--- src/shared/pfs_pkg.sv ---
// Package for the processor field and stack register file.
// Assumes a single synchronous clock domain.
package pfs_pkg;
  localparam int WORD_W      = 24;
  localparam int NIB_W       = 4;
  localparam int NIB_N       = 6;
  localparam int DESC_W      = 48;
  localparam int LEN_W       = 16;
  localparam int STACK_WORDS = 33;
  localparam int PTR_W       = 5;
  localparam int MAP_W       = 18;
  localparam int SEL_W       = 5;
  localparam int SH_W        = 5;

  // Descriptor field positions
  localparam int FA_LSB  = 24;
  localparam int FU_LSB  = 20;
  localparam int FT_LSB  = 16;
  localparam int FL_LSB  = 0;

  localparam logic [NIB_W-1:0] UNIT_BINARY = 4'h0;
  localparam logic [NIB_W-1:0] UNIT_PACKED = 4'h4;
  localparam logic [LEN_W-1:0] LEN_ZERO    = 16'h0000;
  localparam logic [LEN_W-1:0] LEN_ONE     = 16'h0001;
  localparam logic [WORD_W-1:0] WORD_ZERO  = 24'h000000;
  localparam logic [PTR_W-1:0] PTR_ZERO    = 5'h00;
  localparam logic [PTR_W-1:0] PTR_ONE     = 5'h01;

  // Register selectors
  typedef enum logic [SEL_W-1:0] {
    SEL_NONE, SEL_GEN_L, SEL_GEN_T, SEL_OP_X, SEL_OP_Y, SEL_STACK,
    SEL_DESC_ADDR, SEL_DESC_LOW, SEL_UNIT, SEL_KIND, SEL_LEN,
    SEL_LA, SEL_LB, SEL_LC, SEL_LD, SEL_LE, SEL_LF,
    SEL_TA, SEL_TB, SEL_TC, SEL_TD, SEL_TE, SEL_TF,
    SEL_LEN_C, SEL_LEN_D, SEL_LEN_E, SEL_LEN_F
  } pfs_sel_e;

  // Datapath operations
  typedef enum logic [3:0] {
    OP_NONE, OP_SHL, OP_SHR, OP_ROL, OP_ROR, OP_XY_SHL, OP_XY_SHR, OP_XY_ROL, OP_XY_ROR,
    OP_EXTRACT_T, OP_LEN_INC, OP_LEN_DEC, OP_DESC_STORE, OP_DESC_LOAD, OP_DESC_SWAP,
    OP_BIAS_UNIT
  } pfs_op_e;

  typedef struct packed {
    logic                 valid;
    pfs_sel_e             src;
    pfs_sel_e             dst;
    logic [WORD_W-1:0]    wdata;
  } pfs_move_s;

  typedef struct packed {
    logic                 valid;
    pfs_op_e              op;
    pfs_sel_e             target;
    logic [SH_W-1:0]      amount;
    logic [SH_W-1:0]      width;
    logic [DESC_W-1:0]    pad;
  } pfs_op_s;
endpackage

--- src/hw/pfs_regs.sv ---
// Register file: general, operand, stack and field-descriptor registers.
// Assumes the decoder issues at most one move and one operation per cycle.
`timescale 1ns/100ps
// Notes on behaviour
// - General register L addressable whole and as six nibble registers.
// - L nibbles feed nibble function box, manipulate, skip and bit tests.
// - General register T likewise split into six nibble registers.
// - T supports extract-field and shift or rotate.
// - X and Y feed the function box; shift/rotate singly and concatenated.
// - X and Y have no nibble sub-registers.
// - X equal to Y offered as a test condition.
// - Stack of 33 words, 32-state pointer, last entry reserved.
// - Stack reached only through the top-of-stack register.
// - Writing top pushes old value then loads new one.
// - Reading top returns it and pops next entry into it.
// - Call pushes next micro address into top then branches.
// - Moving top into micro address register acts as return.
// - 48-bit descriptor stored, loaded, swapped whole with doublepad word.
// - All descriptor subfields usable as source and destination.
// - Field address is 24 bits, absolute bit address.
// - Descriptor low half accessible as one 24-bit entity.
// - Unit subfield 0 binary, 4 packed; bias sets parallelism control.
// - Kind tag subfield is plain storage.
// - Length subfield is 16 bits wide.
// - Length wraps on increment overflow, saturates at zero on decrement.
module pfs_regs #(
  parameter int WORD_W      = pfs_pkg::WORD_W,
  parameter int STACK_WORDS = pfs_pkg::STACK_WORDS
) (
  // Clock and reset
  input  wire logic                          clk,
  input  wire logic                          rst,
  input  wire logic                          clkEn,
  // Moves from the decoder
  input  wire pfs_pkg::pfs_move_s            move,
  output logic [WORD_W-1:0]                  rdata,
  // Operations
  input  wire pfs_pkg::pfs_op_s              op,
  output logic [pfs_pkg::DESC_W-1:0]         padOut,
  // Call and return
  input  wire logic                          call,
  input  wire logic [pfs_pkg::MAP_W-1:0]     nextMicroAddr,
  input  wire logic                          ret,
  output logic [pfs_pkg::MAP_W-1:0]          returnAddr,
  // Status
  output logic                              xyEqual,
  output logic [1:0]                        parallelismControl,
  output logic [pfs_pkg::PTR_W-1:0]          stackDepth,
  output logic [WORD_W-1:0]                  genL,
  output logic [WORD_W-1:0]                  genT,
  output logic [WORD_W-1:0]                  opX,
  output logic [WORD_W-1:0]                  opY
);
  // ==========================================================
  // Storage
  logic [WORD_W-1:0]              lQ, tQ, xQ, yQ, topQ;
  logic [WORD_W-1:0]              stackQ [STACK_WORDS];
  logic [pfs_pkg::PTR_W-1:0]      ptrQ;
  logic [pfs_pkg::DESC_W-1:0]     descQ;
  logic [1:0]                     parQ;
  logic [WORD_W-1:0]              rdataQ;
  logic [pfs_pkg::DESC_W-1:0]     padOutQ;
  logic [pfs_pkg::MAP_W-1:0]      retQ;

  // ==========================================================
  // Helpers
  function automatic logic [WORD_W-1:0] putNib(input logic [WORD_W-1:0] w, input int idx,
                                                input logic [3:0] v);
    logic [WORD_W-1:0] r;
    r = w;
    r[(pfs_pkg::NIB_N-1-idx)*pfs_pkg::NIB_W +: pfs_pkg::NIB_W] = v;
    return r;
  endfunction

  function automatic logic [WORD_W-1:0] shiftWord(input logic [WORD_W-1:0] w,
                                                  input pfs_pkg::pfs_op_e o,
                                                  input logic [pfs_pkg::SH_W-1:0] n);
    logic [2*WORD_W-1:0] d;
    d = {w, w};
    unique case (o)
      pfs_pkg::OP_SHL: return w << n;
      pfs_pkg::OP_SHR: return w >> n;
      pfs_pkg::OP_ROL: begin
        d = d << n;
        return d[2*WORD_W-1 -: WORD_W];
      end
      pfs_pkg::OP_ROR: begin
        d = d >> n;
        return d[WORD_W-1:0];
      end
      default: return w;
    endcase
  endfunction

  function automatic logic [2*WORD_W-1:0] shiftPair(input logic [2*WORD_W-1:0] w,
                                                    input pfs_pkg::pfs_op_e o,
                                                    input logic [pfs_pkg::SH_W-1:0] n);
    logic [4*WORD_W-1:0] d;
    d = {w, w};
    unique case (o)
      pfs_pkg::OP_XY_SHL: return w << n;
      pfs_pkg::OP_XY_SHR: return w >> n;
      pfs_pkg::OP_XY_ROL: begin
        d = d << n;
        return d[4*WORD_W-1 -: 2*WORD_W];
      end
      pfs_pkg::OP_XY_ROR: begin
        d = d >> n;
        return d[2*WORD_W-1:0];
      end
      default: return w;
    endcase
  endfunction

  // ==========================================================
  // Decode
  logic wrEn, rdEn, popTop, pushTop;
  logic [WORD_W-1:0] srcVal;
  logic [WORD_W-1:0] descLow;
  logic [pfs_pkg::LEN_W-1:0] lenQ;

  assign wrEn    = move.valid && (move.dst != pfs_pkg::SEL_NONE);
  assign rdEn    = move.valid && (move.src != pfs_pkg::SEL_NONE);
  assign descLow = descQ[WORD_W-1:0];
  assign lenQ    = descQ[pfs_pkg::FL_LSB +: pfs_pkg::LEN_W];
  assign popTop  = (rdEn && move.src == pfs_pkg::SEL_STACK) || ret;
  assign pushTop = (wrEn && move.dst == pfs_pkg::SEL_STACK) || call;

  always_comb begin
    srcVal = pfs_pkg::WORD_ZERO;
    unique case (move.src)
      pfs_pkg::SEL_GEN_L:     srcVal = lQ;
      pfs_pkg::SEL_GEN_T:     srcVal = tQ;
      pfs_pkg::SEL_OP_X:      srcVal = xQ;
      pfs_pkg::SEL_OP_Y:      srcVal = yQ;
      pfs_pkg::SEL_STACK:     srcVal = topQ;
      pfs_pkg::SEL_DESC_ADDR: srcVal = descQ[pfs_pkg::FA_LSB +: WORD_W];
      pfs_pkg::SEL_DESC_LOW:  srcVal = descLow;
      pfs_pkg::SEL_UNIT:      srcVal = {20'h00000, descQ[pfs_pkg::FU_LSB +: 4]};
      pfs_pkg::SEL_KIND:      srcVal = {20'h00000, descQ[pfs_pkg::FT_LSB +: 4]};
      pfs_pkg::SEL_LEN:       srcVal = {8'h00, lenQ};
      pfs_pkg::SEL_LA, pfs_pkg::SEL_LB, pfs_pkg::SEL_LC,
      pfs_pkg::SEL_LD, pfs_pkg::SEL_LE, pfs_pkg::SEL_LF:
        srcVal = {20'h00000, lQ[(5-(move.src-pfs_pkg::SEL_LA))*4 +: 4]};
      pfs_pkg::SEL_TA, pfs_pkg::SEL_TB, pfs_pkg::SEL_TC,
      pfs_pkg::SEL_TD, pfs_pkg::SEL_TE, pfs_pkg::SEL_TF:
        srcVal = {20'h00000, tQ[(5-(move.src-pfs_pkg::SEL_TA))*4 +: 4]};
      pfs_pkg::SEL_LEN_C, pfs_pkg::SEL_LEN_D, pfs_pkg::SEL_LEN_E,
      pfs_pkg::SEL_LEN_F:
        srcVal = {20'h00000, lenQ[(3-(move.src-pfs_pkg::SEL_LEN_C))*4 +: 4]};
      default:                srcVal = pfs_pkg::WORD_ZERO;
    endcase
  end

  // ==========================================================
  // General registers L and T
  always_ff @(posedge clk) begin
    if (rst) begin
      lQ <= pfs_pkg::WORD_ZERO;
      tQ <= pfs_pkg::WORD_ZERO;
    end else if (clkEn) begin
      if (wrEn) begin
        unique case (move.dst)
          pfs_pkg::SEL_GEN_L: lQ <= move.wdata;
          pfs_pkg::SEL_GEN_T: tQ <= move.wdata;
          pfs_pkg::SEL_LA, pfs_pkg::SEL_LB, pfs_pkg::SEL_LC,
          pfs_pkg::SEL_LD, pfs_pkg::SEL_LE, pfs_pkg::SEL_LF:
            lQ <= putNib(lQ, int'(move.dst - pfs_pkg::SEL_LA), move.wdata[3:0]);
          pfs_pkg::SEL_TA, pfs_pkg::SEL_TB, pfs_pkg::SEL_TC,
          pfs_pkg::SEL_TD, pfs_pkg::SEL_TE, pfs_pkg::SEL_TF:
            tQ <= putNib(tQ, int'(move.dst - pfs_pkg::SEL_TA), move.wdata[3:0]);
          default: ;
        endcase
      end
      if (op.valid && op.target == pfs_pkg::SEL_GEN_T) begin
        if (op.op == pfs_pkg::OP_EXTRACT_T)
          tQ <= (tQ >> op.amount) & ((24'h000001 << op.width) - 24'h000001);
        else if (op.op inside {pfs_pkg::OP_SHL, pfs_pkg::OP_SHR, pfs_pkg::OP_ROL, pfs_pkg::OP_ROR})
          tQ <= shiftWord(tQ, op.op, op.amount);
      end
    end
  end

  // ==========================================================
  // Operand registers X and Y
  always_ff @(posedge clk) begin
    if (rst) begin
      xQ <= pfs_pkg::WORD_ZERO;
      yQ <= pfs_pkg::WORD_ZERO;
    end else if (clkEn) begin
      if (wrEn && move.dst == pfs_pkg::SEL_OP_X) xQ <= move.wdata;
      if (wrEn && move.dst == pfs_pkg::SEL_OP_Y) yQ <= move.wdata;
      if (op.valid) begin
        if (op.op inside {pfs_pkg::OP_XY_SHL, pfs_pkg::OP_XY_SHR, pfs_pkg::OP_XY_ROL,
                          pfs_pkg::OP_XY_ROR})
          {xQ, yQ} <= shiftPair({xQ, yQ}, op.op, op.amount);
        else if (op.target == pfs_pkg::SEL_OP_X)
          xQ <= shiftWord(xQ, op.op, op.amount);
        else if (op.target == pfs_pkg::SEL_OP_Y)
          yQ <= shiftWord(yQ, op.op, op.amount);
      end
    end
  end

  // ==========================================================
  // Stack and top register
  always_ff @(posedge clk) begin
    if (rst) begin
      topQ <= pfs_pkg::WORD_ZERO;
      ptrQ <= pfs_pkg::PTR_ZERO;
      for (int i = 0; i < STACK_WORDS; i++) stackQ[i] <= pfs_pkg::WORD_ZERO;
      retQ <= '0;
    end else if (clkEn) begin
      if (pushTop) begin
        stackQ[ptrQ] <= topQ;
        ptrQ         <= ptrQ + pfs_pkg::PTR_ONE;
        topQ         <= call ? {6'h00, nextMicroAddr} : move.wdata;
      end else if (popTop) begin
        topQ <= stackQ[ptrQ - pfs_pkg::PTR_ONE];
        ptrQ <= ptrQ - pfs_pkg::PTR_ONE;
      end
      if (ret) retQ <= topQ[pfs_pkg::MAP_W-1:0];
    end
  end

  // ==========================================================
  // Field descriptor
  always_ff @(posedge clk) begin
    if (rst) begin
      descQ   <= '0;
      parQ    <= 2'h0;
      padOutQ <= '0;
    end else if (clkEn) begin
      if (wrEn) begin
        unique case (move.dst)
          pfs_pkg::SEL_DESC_ADDR: descQ[pfs_pkg::FA_LSB +: WORD_W] <= move.wdata;
          pfs_pkg::SEL_DESC_LOW:  descQ[WORD_W-1:0] <= move.wdata;
          pfs_pkg::SEL_UNIT:      descQ[pfs_pkg::FU_LSB +: 4] <= move.wdata[3:0];
          pfs_pkg::SEL_KIND:      descQ[pfs_pkg::FT_LSB +: 4] <= move.wdata[3:0];
          pfs_pkg::SEL_LEN:       descQ[pfs_pkg::FL_LSB +: pfs_pkg::LEN_W] <= move.wdata[15:0];
          pfs_pkg::SEL_LEN_C, pfs_pkg::SEL_LEN_D, pfs_pkg::SEL_LEN_E,
          pfs_pkg::SEL_LEN_F:
            descQ[(3-(move.dst-pfs_pkg::SEL_LEN_C))*4 +: 4] <= move.wdata[3:0];
          default: ;
        endcase
      end
      if (op.valid) begin
        unique case (op.op)
          pfs_pkg::OP_LEN_INC:
            descQ[pfs_pkg::FL_LSB +: pfs_pkg::LEN_W] <= lenQ + pfs_pkg::LEN_ONE;
          pfs_pkg::OP_LEN_DEC:
            descQ[pfs_pkg::FL_LSB +: pfs_pkg::LEN_W] <=
              (lenQ == pfs_pkg::LEN_ZERO) ? pfs_pkg::LEN_ZERO : lenQ - pfs_pkg::LEN_ONE;
          pfs_pkg::OP_DESC_STORE: padOutQ <= descQ;
          pfs_pkg::OP_DESC_LOAD:  descQ   <= op.pad;
          pfs_pkg::OP_DESC_SWAP: begin
            padOutQ <= descQ;
            descQ   <= op.pad;
          end
          pfs_pkg::OP_BIAS_UNIT:
            parQ <= {1'b0, descQ[pfs_pkg::FU_LSB +: 4] == pfs_pkg::UNIT_PACKED};
          default: ;
        endcase
      end
    end
  end

  // ==========================================================
  // Read data
  always_ff @(posedge clk) begin
    if (rst) rdataQ <= pfs_pkg::WORD_ZERO;
    else if (clkEn && rdEn) rdataQ <= srcVal;
  end

  assign rdata              = rdataQ;
  assign padOut             = padOutQ;
  assign returnAddr         = retQ;
  assign xyEqual            = (xQ == yQ);
  assign parallelismControl = parQ;
  assign stackDepth         = ptrQ;
  assign genL               = lQ;
  assign genT               = tQ;
  assign opX                = xQ;
  assign opY                = yQ;
endmodule

--- config.mk ---
export PLATFORM = sky130hd
export DESIGN_NAME = pfs_regs
export DESIGN_NICKNAME = d
export VERILOG_FILES = /design/src/shared/pfs_pkg.sv /design/src/hw/pfs_regs.sv
export SDC_FILE = /design/constraint.sdc
export NUM_CORES = 2
export LEC_CHECK = 0
export ABC_AREA = 1
export BUFFER_PORTS_ARGS = -buffer_cell sky130_fd_sc_hd__clkbuf_2
export CAP_MARGIN = 10
export CELL_PAD_IN_SITES_DETAIL_PLACEMENT = 1
export CELL_PAD_IN_SITES_GLOBAL_PLACEMENT = 2
export CORE_ASPECT_RATIO = 0.5
export CORE_MARGIN = 8
export CORE_UTILIZATION = 38
export CTS_BUF_LIST = sky130_fd_sc_hd__clkbuf_4 sky130_fd_sc_hd__clkbuf_8
export CTS_CLUSTER_SIZE = 12
export DETAILED_ROUTE_END_ITERATION = 6
export PLACE_DENSITY = 0.87
export SETUP_SLACK_MARGIN = 0.3
export SYNTH_ARGS = -nofsm -noshare
export SYNTH_HDL_FRONTEND = slang
export SYNTH_SLANG_ARGS = --single-unit
--- constraint.sdc ---
create_clock -name clk -period 5.4 [get_ports clk]
set_input_delay 0.27 -clock clk [delete_from_list [all_inputs] [get_ports clk]]
set_output_delay 0.27 -clock clk [all_outputs]
set_load 0.005 [all_outputs]
# Yosys cells after proc, flatten, opt, wreduce, memory -nomap -nowiden
# Memory sizes are Yosys's and may differ from the RTL's.
# Index checks and enable logic that the tools add are counted.
# W data, S select, Z words.
# word_totals
reg_bits,264
ramBits,792
mem_count,1
# op_classes
addsub,20
eq_ne,76
shifts,26
n_mux,46
n_bitwise,1
n_reduce_logical,35
# mem_list
name,words,width,rd,rd_ports_with_merged_regs,wr,line_no,source
stackQ,33,24,1,0,33,pfs_regs.sv:57,logic [WORD_W-1:0] stackQ [STACK_WORDS];
# ops
op,count
$mux W24,17
$pmux W24 S13,1
$pmux W24 S4,3
$pmux W48 S4,1
$shl A48 B5 Y48,4
$pmux W24 S2,3
$shr A48 B5 Y24,3
$eq A5 B5 Y1 const B,22
$mux W48,2
$shl A96 B5 Y96,1
$shr A96 B5 Y48,1
$eq A5 B4 Y1 const B,16
$shl A24 B5 Y24,3
$shr A24 B5 Y24,3
$neg A9 Y33,2
$shift A4 B33 Y24 const A,2
$shiftx A24 B33 Y4,2
$shiftx A4 B33 Y24,2
$bwmux W24,2
$bwmux W48,1
$pmux W16 S3,1
$shift A4 B34 Y48 const A,1
$shiftx A4 B34 Y48,1
$shr A48 B5 Y48,1
43 further kinds,109

# Depth between registers and ports, before layout
# logic_depth
word_depth,10
depth_mapped,29
mapped_depth_nobuf,28

# Worst setup path before layout
# Ideal clock, no wire load.
# synth_timing
path_kind,input port to flip-flop
startpoint,in move[26] (netlist bit)
endpoint,reg descQ[16] (netlist bit)
t_arrival_ns,4.045
t_required_ns,5.268
setup_slack_ns,1.223
path_stages,20
path_cell_list,buf_2 > inv_1 > o21ai_0 > inv_1 > nor2_2 > ha_1 > inv_1 > o21ai_0 > ha_1 > nor4_1 > nor4b_1 > nand3_4 > nor2_1 > nand2_2 > o21ai_0 > a21oi_1 > o21ai_0 > nand2_1 > nand2_1 > a21oi_1
# synth_between
elab_chain_len,9
elab_cells_between_ends,19
classes_between,3 x add/sub; 6 x eq/ne; 2 x shift; 5 x mux; 3 x reduce/logical
# synth_lines
element,line_no,source
start: declaration,pfs_regs.sv:35,"input wire pfs_pkg::pfs_move_s move,"
$sub A5 B5 Y6,pfs_regs.sv:243,descQ[(3-(move.dst-pfs_pkg::SEL_LEN_C))*4 +: 4] <= move.wdata[3:0];
$sub A3 B6 Y7,pfs_regs.sv:243,
$neg A32 Y34,pfs_regs.sv:243,
$shiftx A4 B34 Y48 / $shift A4 B34 Y48 (equally long branches),pfs_regs.sv:243,
$bwmux W48,pfs_regs.sv:243,
$pmux W4 S3,pfs_regs.sv:235,unique case (move.dst)
$mux W48 (*),pfs_regs.sv:234,if (wrEn) begin
$mux W32,pfs_regs.sv:248,unique case (op.op)
$mux W48 (*),pfs_regs.sv:247,if (op.valid) begin
end signal: indexed assignment,pfs_regs.sv:236,pfs_pkg::SEL_DESC_ADDR: descQ[pfs_pkg::FA_LSB +: WORD_W] <= move.wdata;
end signal: indexed assignment,pfs_regs.sv:237,pfs_pkg::SEL_DESC_LOW: descQ[WORD_W-1:0] <= move.wdata;
end signal: indexed assignment,pfs_regs.sv:250,descQ[pfs_pkg::FL_LSB +: pfs_pkg::LEN_W] <= lenQ + pfs_pkg::LEN_ONE;
end: declaration,pfs_regs.sv:59,logic [pfs_pkg::DESC_W-1:0] descQ;
# Every way passes the cells marked *; elsewhere a longest branch is shown, timed or not.
# A chain may end at the register's enable or synchronous reset.

# Final worst setup path
# layout_timing
startpoint,in move[24] (netlist bit)
endpoint,reg descQ[15] (netlist bit)
# layout_between
elab_chain_len,9
elab_cells_between_ends,20
classes_between,3 x add/sub; 6 x eq/ne; 2 x shift; 5 x mux; 4 x reduce/logical
# layout_lines
element,line_no
$sub A5 B5 Y6,pfs_regs.sv:243
$sub A3 B6 Y7,pfs_regs.sv:243
$neg A32 Y34,pfs_regs.sv:243
$shiftx A4 B34 Y48 / $shift A4 B34 Y48 (equally long branches),pfs_regs.sv:243
$bwmux W48,pfs_regs.sv:243
$pmux W16 S2,pfs_regs.sv:235
$mux W48 (*),pfs_regs.sv:234
$pmux W16 S3,pfs_regs.sv:248
$mux W48 (*),pfs_regs.sv:247
# Marked as above.

==> flow_summary_export.csv <==
group,metric,value,unit
outcome,status,"finished with violations",
outcome,violations,"DRC",
detailed_routing,drtAntennaViolNets,0,
min_path,holdPathEnd,"topQ[2]",
yosys,synth_flop_cell,"edfxtp_1",
min_path,hp-start,"nextMicroAddr[2]",
detailed_routing,dr.pass1.iters,6,
yosys,syn-num-nets,9203,
timing,period_share,79.9,%
cells_and_area,drive_gt1_share,12.7,%
global_route,grt_first_pass_wirelength,499000,um
setup_path,r2r_start,"opY[13]",
yosys,avgSynthCellArea,7.35,sq um
floorplan,core,174000,sq um
timing,tightest_slew,1.33,ns
yosys,async_reset_ff_share,0,%
timing,min_period,4.31,ns
yosys,yosys_warnings,0,
placed_design,gp_congestion,1.04,
timing,setup_tns,0,ns
floorplan,die_y,312,um
cells_and_area,fin_util,43.0,%
floorplan,io_pins,320,
floorplan,std_cell_rows,108,
cells_and_area,num-nets-final,9353,
timing,finalHoldViolations,0,
min_path,hold_class,"input port to register",
yosys,synth_top_area_cell,"edfxtp_1",
floorplan,die-area,189000,sq um
setup_path,rrSetupSlack,1.29,ns
setup_path,crit_slowest_cell,"nor4b_1",
cells_and_area,fillCellCount,21700,
setup_path,path_common_cell,"nand2_1",
setup_path,endpoint_kind,"register",
yosys,synthesis.area,66400,sq um
placed_design,dp_hpwl,251000,um
detailed_routing,drtIter0Drc,9390,
cells_and_area,layout.cells.non_filler,11700,
cells_and_area,finalInstanceArea,74600,sq um
power,powerDensity,287,nW/um^2
setup_path,reg2reg_depth,13,
clock_tree,clk_path_buf_depth,3,
global_route,grt_usage,35.3,%
timing,slew_headroom,9.82,%
setup_path,crit_path_start_kind,"input port",
yosys,syn-instance-count,9039,
timing,rsz0062_at_grt,"no",
yosys,synthDistinctLibCells,69,
yosys,synth_edf_count,768,
detailed_routing,wirelength,352000,um
detailed_routing,num_vias,72000,
clock_tree,clock_sinks,1032,
timing,setup_violations,0,
setup_path,r2r-end,"opY[14]",
setup_path,slowest_delay,0.54,ns
setup_path,critPathRequiredTime,6.12,ns
setup_path,cp_cell_sequence,"clkbuf_2 -> inv_2 -> ha_1 -> inv_1 -> nor2_1 -> inv_1 -> nor2_1 -> nand3_1 -> ha_1 -> nor4_1 -> nor4b_1 -> nand3_4 -> nor2_2 -> nand2_1 -> o21ai_0 -> o22ai_1 -> nand2_1 -> nand2_1 -> nand3_1 -> a21oi_1",
clock_tree,numCtsBuffers,171,
run,cap_violations,0,
clock_tree,ctsHtreeMaxLevel,4,
global_route,antenna_found_initial,20,
global_route,grt_pass1_vias,69500,
setup_path,worstSetupPathType,"input port to register",
yosys,ys_seq_area_share,42.7,%
timing,fmax,232,MHz
clock_tree,cts_tree,"done",
floorplan,die-width,607,um
yosys,synth_top_area_share,34.7,%
power,ir_drop,0.204,mV
placed_design,dpl.cell_count,11200,
global_route,grt_max_degree,142,
clock_tree,cts-root-buf,"clkbuf_8",
clock_tree,clk_latency,0.93,ns
cells_and_area,syn_to_final_growth,12.2,%
floorplan,start_util,38.3,%
detailed_routing,vias_per_cell,6.18,
min_path,hold_depth,5,
setup_path,worst_ep_arrival_time,5.04,ns
detailed_routing,routedWlPerCell,30.2,um
timing,skew,0.0565,ns
yosys,synth_area_leaders,"edfxtp_1 35%, o21ai_0 11%, nand2_1 10%",
placed_design,dpl_cell_area,70100,sq um
detailed_routing,drc,2,
clock_tree,path_clk_slew,0.06,ns
yosys,ys_ff_latch,1032,
power,p_leak,28.6,nW
placed_design,port_buffers,318,
setup_path,worst-path-max-fanout,12,
timing,slew_violations,0,
global_route,overflow,0,
per-stage QoR:
step                      worst slack (ns)  hold WS (ns)  total power [W]
after floorplan                       1.22         0.413           0.0118
after global placement               0.466         0.451           0.0140
after detailed placement             0.399         0.460           0.0141
after CTS                             1.32      0.000563           0.0213
after global routing                 0.647        0.0291           0.0221
final                                 1.09        0.0845           0.0214
power breakdown:
part | internal (W) | switching [W]
Clock | 0.00374 | 0.00350
Sequential | 0.00879 | 0.000212
Combinational | 0.00123 | 0.00396
worst max path at each step:
stage,start,endpoint,slack (ns),cells after the start
after floorplan,move[26],descQ[16],1.22,20
final,move[24],descQ[15],1.09,20
after detailed placement,move[24],descQ[13],0.40,20
after CTS,move[24],descQ[15],1.32,20
after global placement,move[24],descQ[13],0.47,20
after global routing,move[24],descQ[15],0.65,20
cell families after synthesis:
kind of cell / count (synthesis) / synth area share (%)
multiplexers: 29 / 0.437
XOR/XNOR: 52 / 0.725
buffers and inverters: 1259 / 7.99
other: 1 / 0.00565
AO/OA/AOI/OAI: 2713 / 22.8
AND/OR/NAND/NOR: 3915 / 24.7
adder cells (fa/ha/maj): 38 / 0.716
flip-flops: 1032 / 42.7
cell usage after synthesis, drive strengths merged (2+ instances only):
| cell type | instances |
|---|---|
| nor3 | 66 |
| nand3 | 331 |
| o22ai | 210 |
| a2111oi | 11 |
| nor4 | 12 |
| o21a | 21 |
| nor2 | 1536 |
| ha | 38 |
| xor2 | 39 |
| a31oi | 56 |
| buf | 186 |
| o21bai | 6 |
| a22o | 3 |
| edfxtp | 768 |
| a22oi | 29 |
| o41ai | 12 |
| a21oi | 591 |
| o2111ai | 29 |
| clkbuf | 519 |
| o211ai | 78 |
| or2 | 72 |
| o21ai | 1474 |
| clkinv | 29 |
| and2 | 4 |
| a221oi | 22 |
| inv | 525 |
| dfxtp | 264 |
| xnor2 | 13 |
| nand2 | 1830 |
| mux2i | 29 |
| a311oi | 2 |
| nand3b | 5 |
| nor3b | 4 |
| nand4 | 52 |
| o221ai | 121 |
| a211oi | 23 |
| o31ai | 8 |
| a21boi | 6 |
| o311ai | 4 |
layout make-up:
type	instances	area, sq um	area share [%]
multi-input combinational	6748	32900	44.1
clock inverter	65	430	0.577
clock buffer	249	3060	4.11
inverter	554	2110	2.82
sequential	1032	28400	38.0
antenna	10	25.0	0.0336
tap	2310	2890	3.88
timing repair buffer	682	4800	6.44
cells in the final DEF (no fill, tap or decap), types with 78 or more instances in the layout:
master / synthesis / routed
nor2_2: 102 / 107
a21oi_1: 591 / 591
nor2_1: 1426 / 1419
o211ai_1: 78 / 78
nand3_1: 320 / 320
buf_4: 7 / 257
inv_1: 503 / 491
o21ai_0: 1430 / 1428
clkbuf_2: 0 / 311
dlygate4sd3_1: 0 / 93
clkbuf_8: 0 / 191
o22ai_1: 210 / 210
o221ai_1: 121 / 121
dfxtp_1: 264 / 263
nand2_1: 1776 / 1776
edfxtp_1: 768 / 768
metal layers:
layer | GRT usage, % | wire, um
met1 | 44.7 | 138000
met4 | 22.8 | 26700
met5 | 0 | 61
met3 | 8.09 | 34000
met2 | 54.1 | 152000
critical path: cells and delay by family:
kind,cells,cell delay [ns]
and+or+nand+nor,11,2.85
buffers and inverters,4,0.76
adders and majority gates,2,0.75
AOI/OAI and AO/OA,3,0.40
registers in the layout (all words and copies together) (netlist names):
name                cells
genT                   24
parallelismControl      1
rdata                  24
descQ                  48
genL                   24
opY                    24
stackQ                768
topQ                   24
opX                    24
returnAddr             18
stackDepth              5
padOut                 48
repair_timing:
action                    in CTS  in global routing
hold endpoints to repair     116                  0
hold buffers                  93                  0
resized for setup              0                  0
setup buffers                  0                  0
Power figures use the tool's default switching activity.
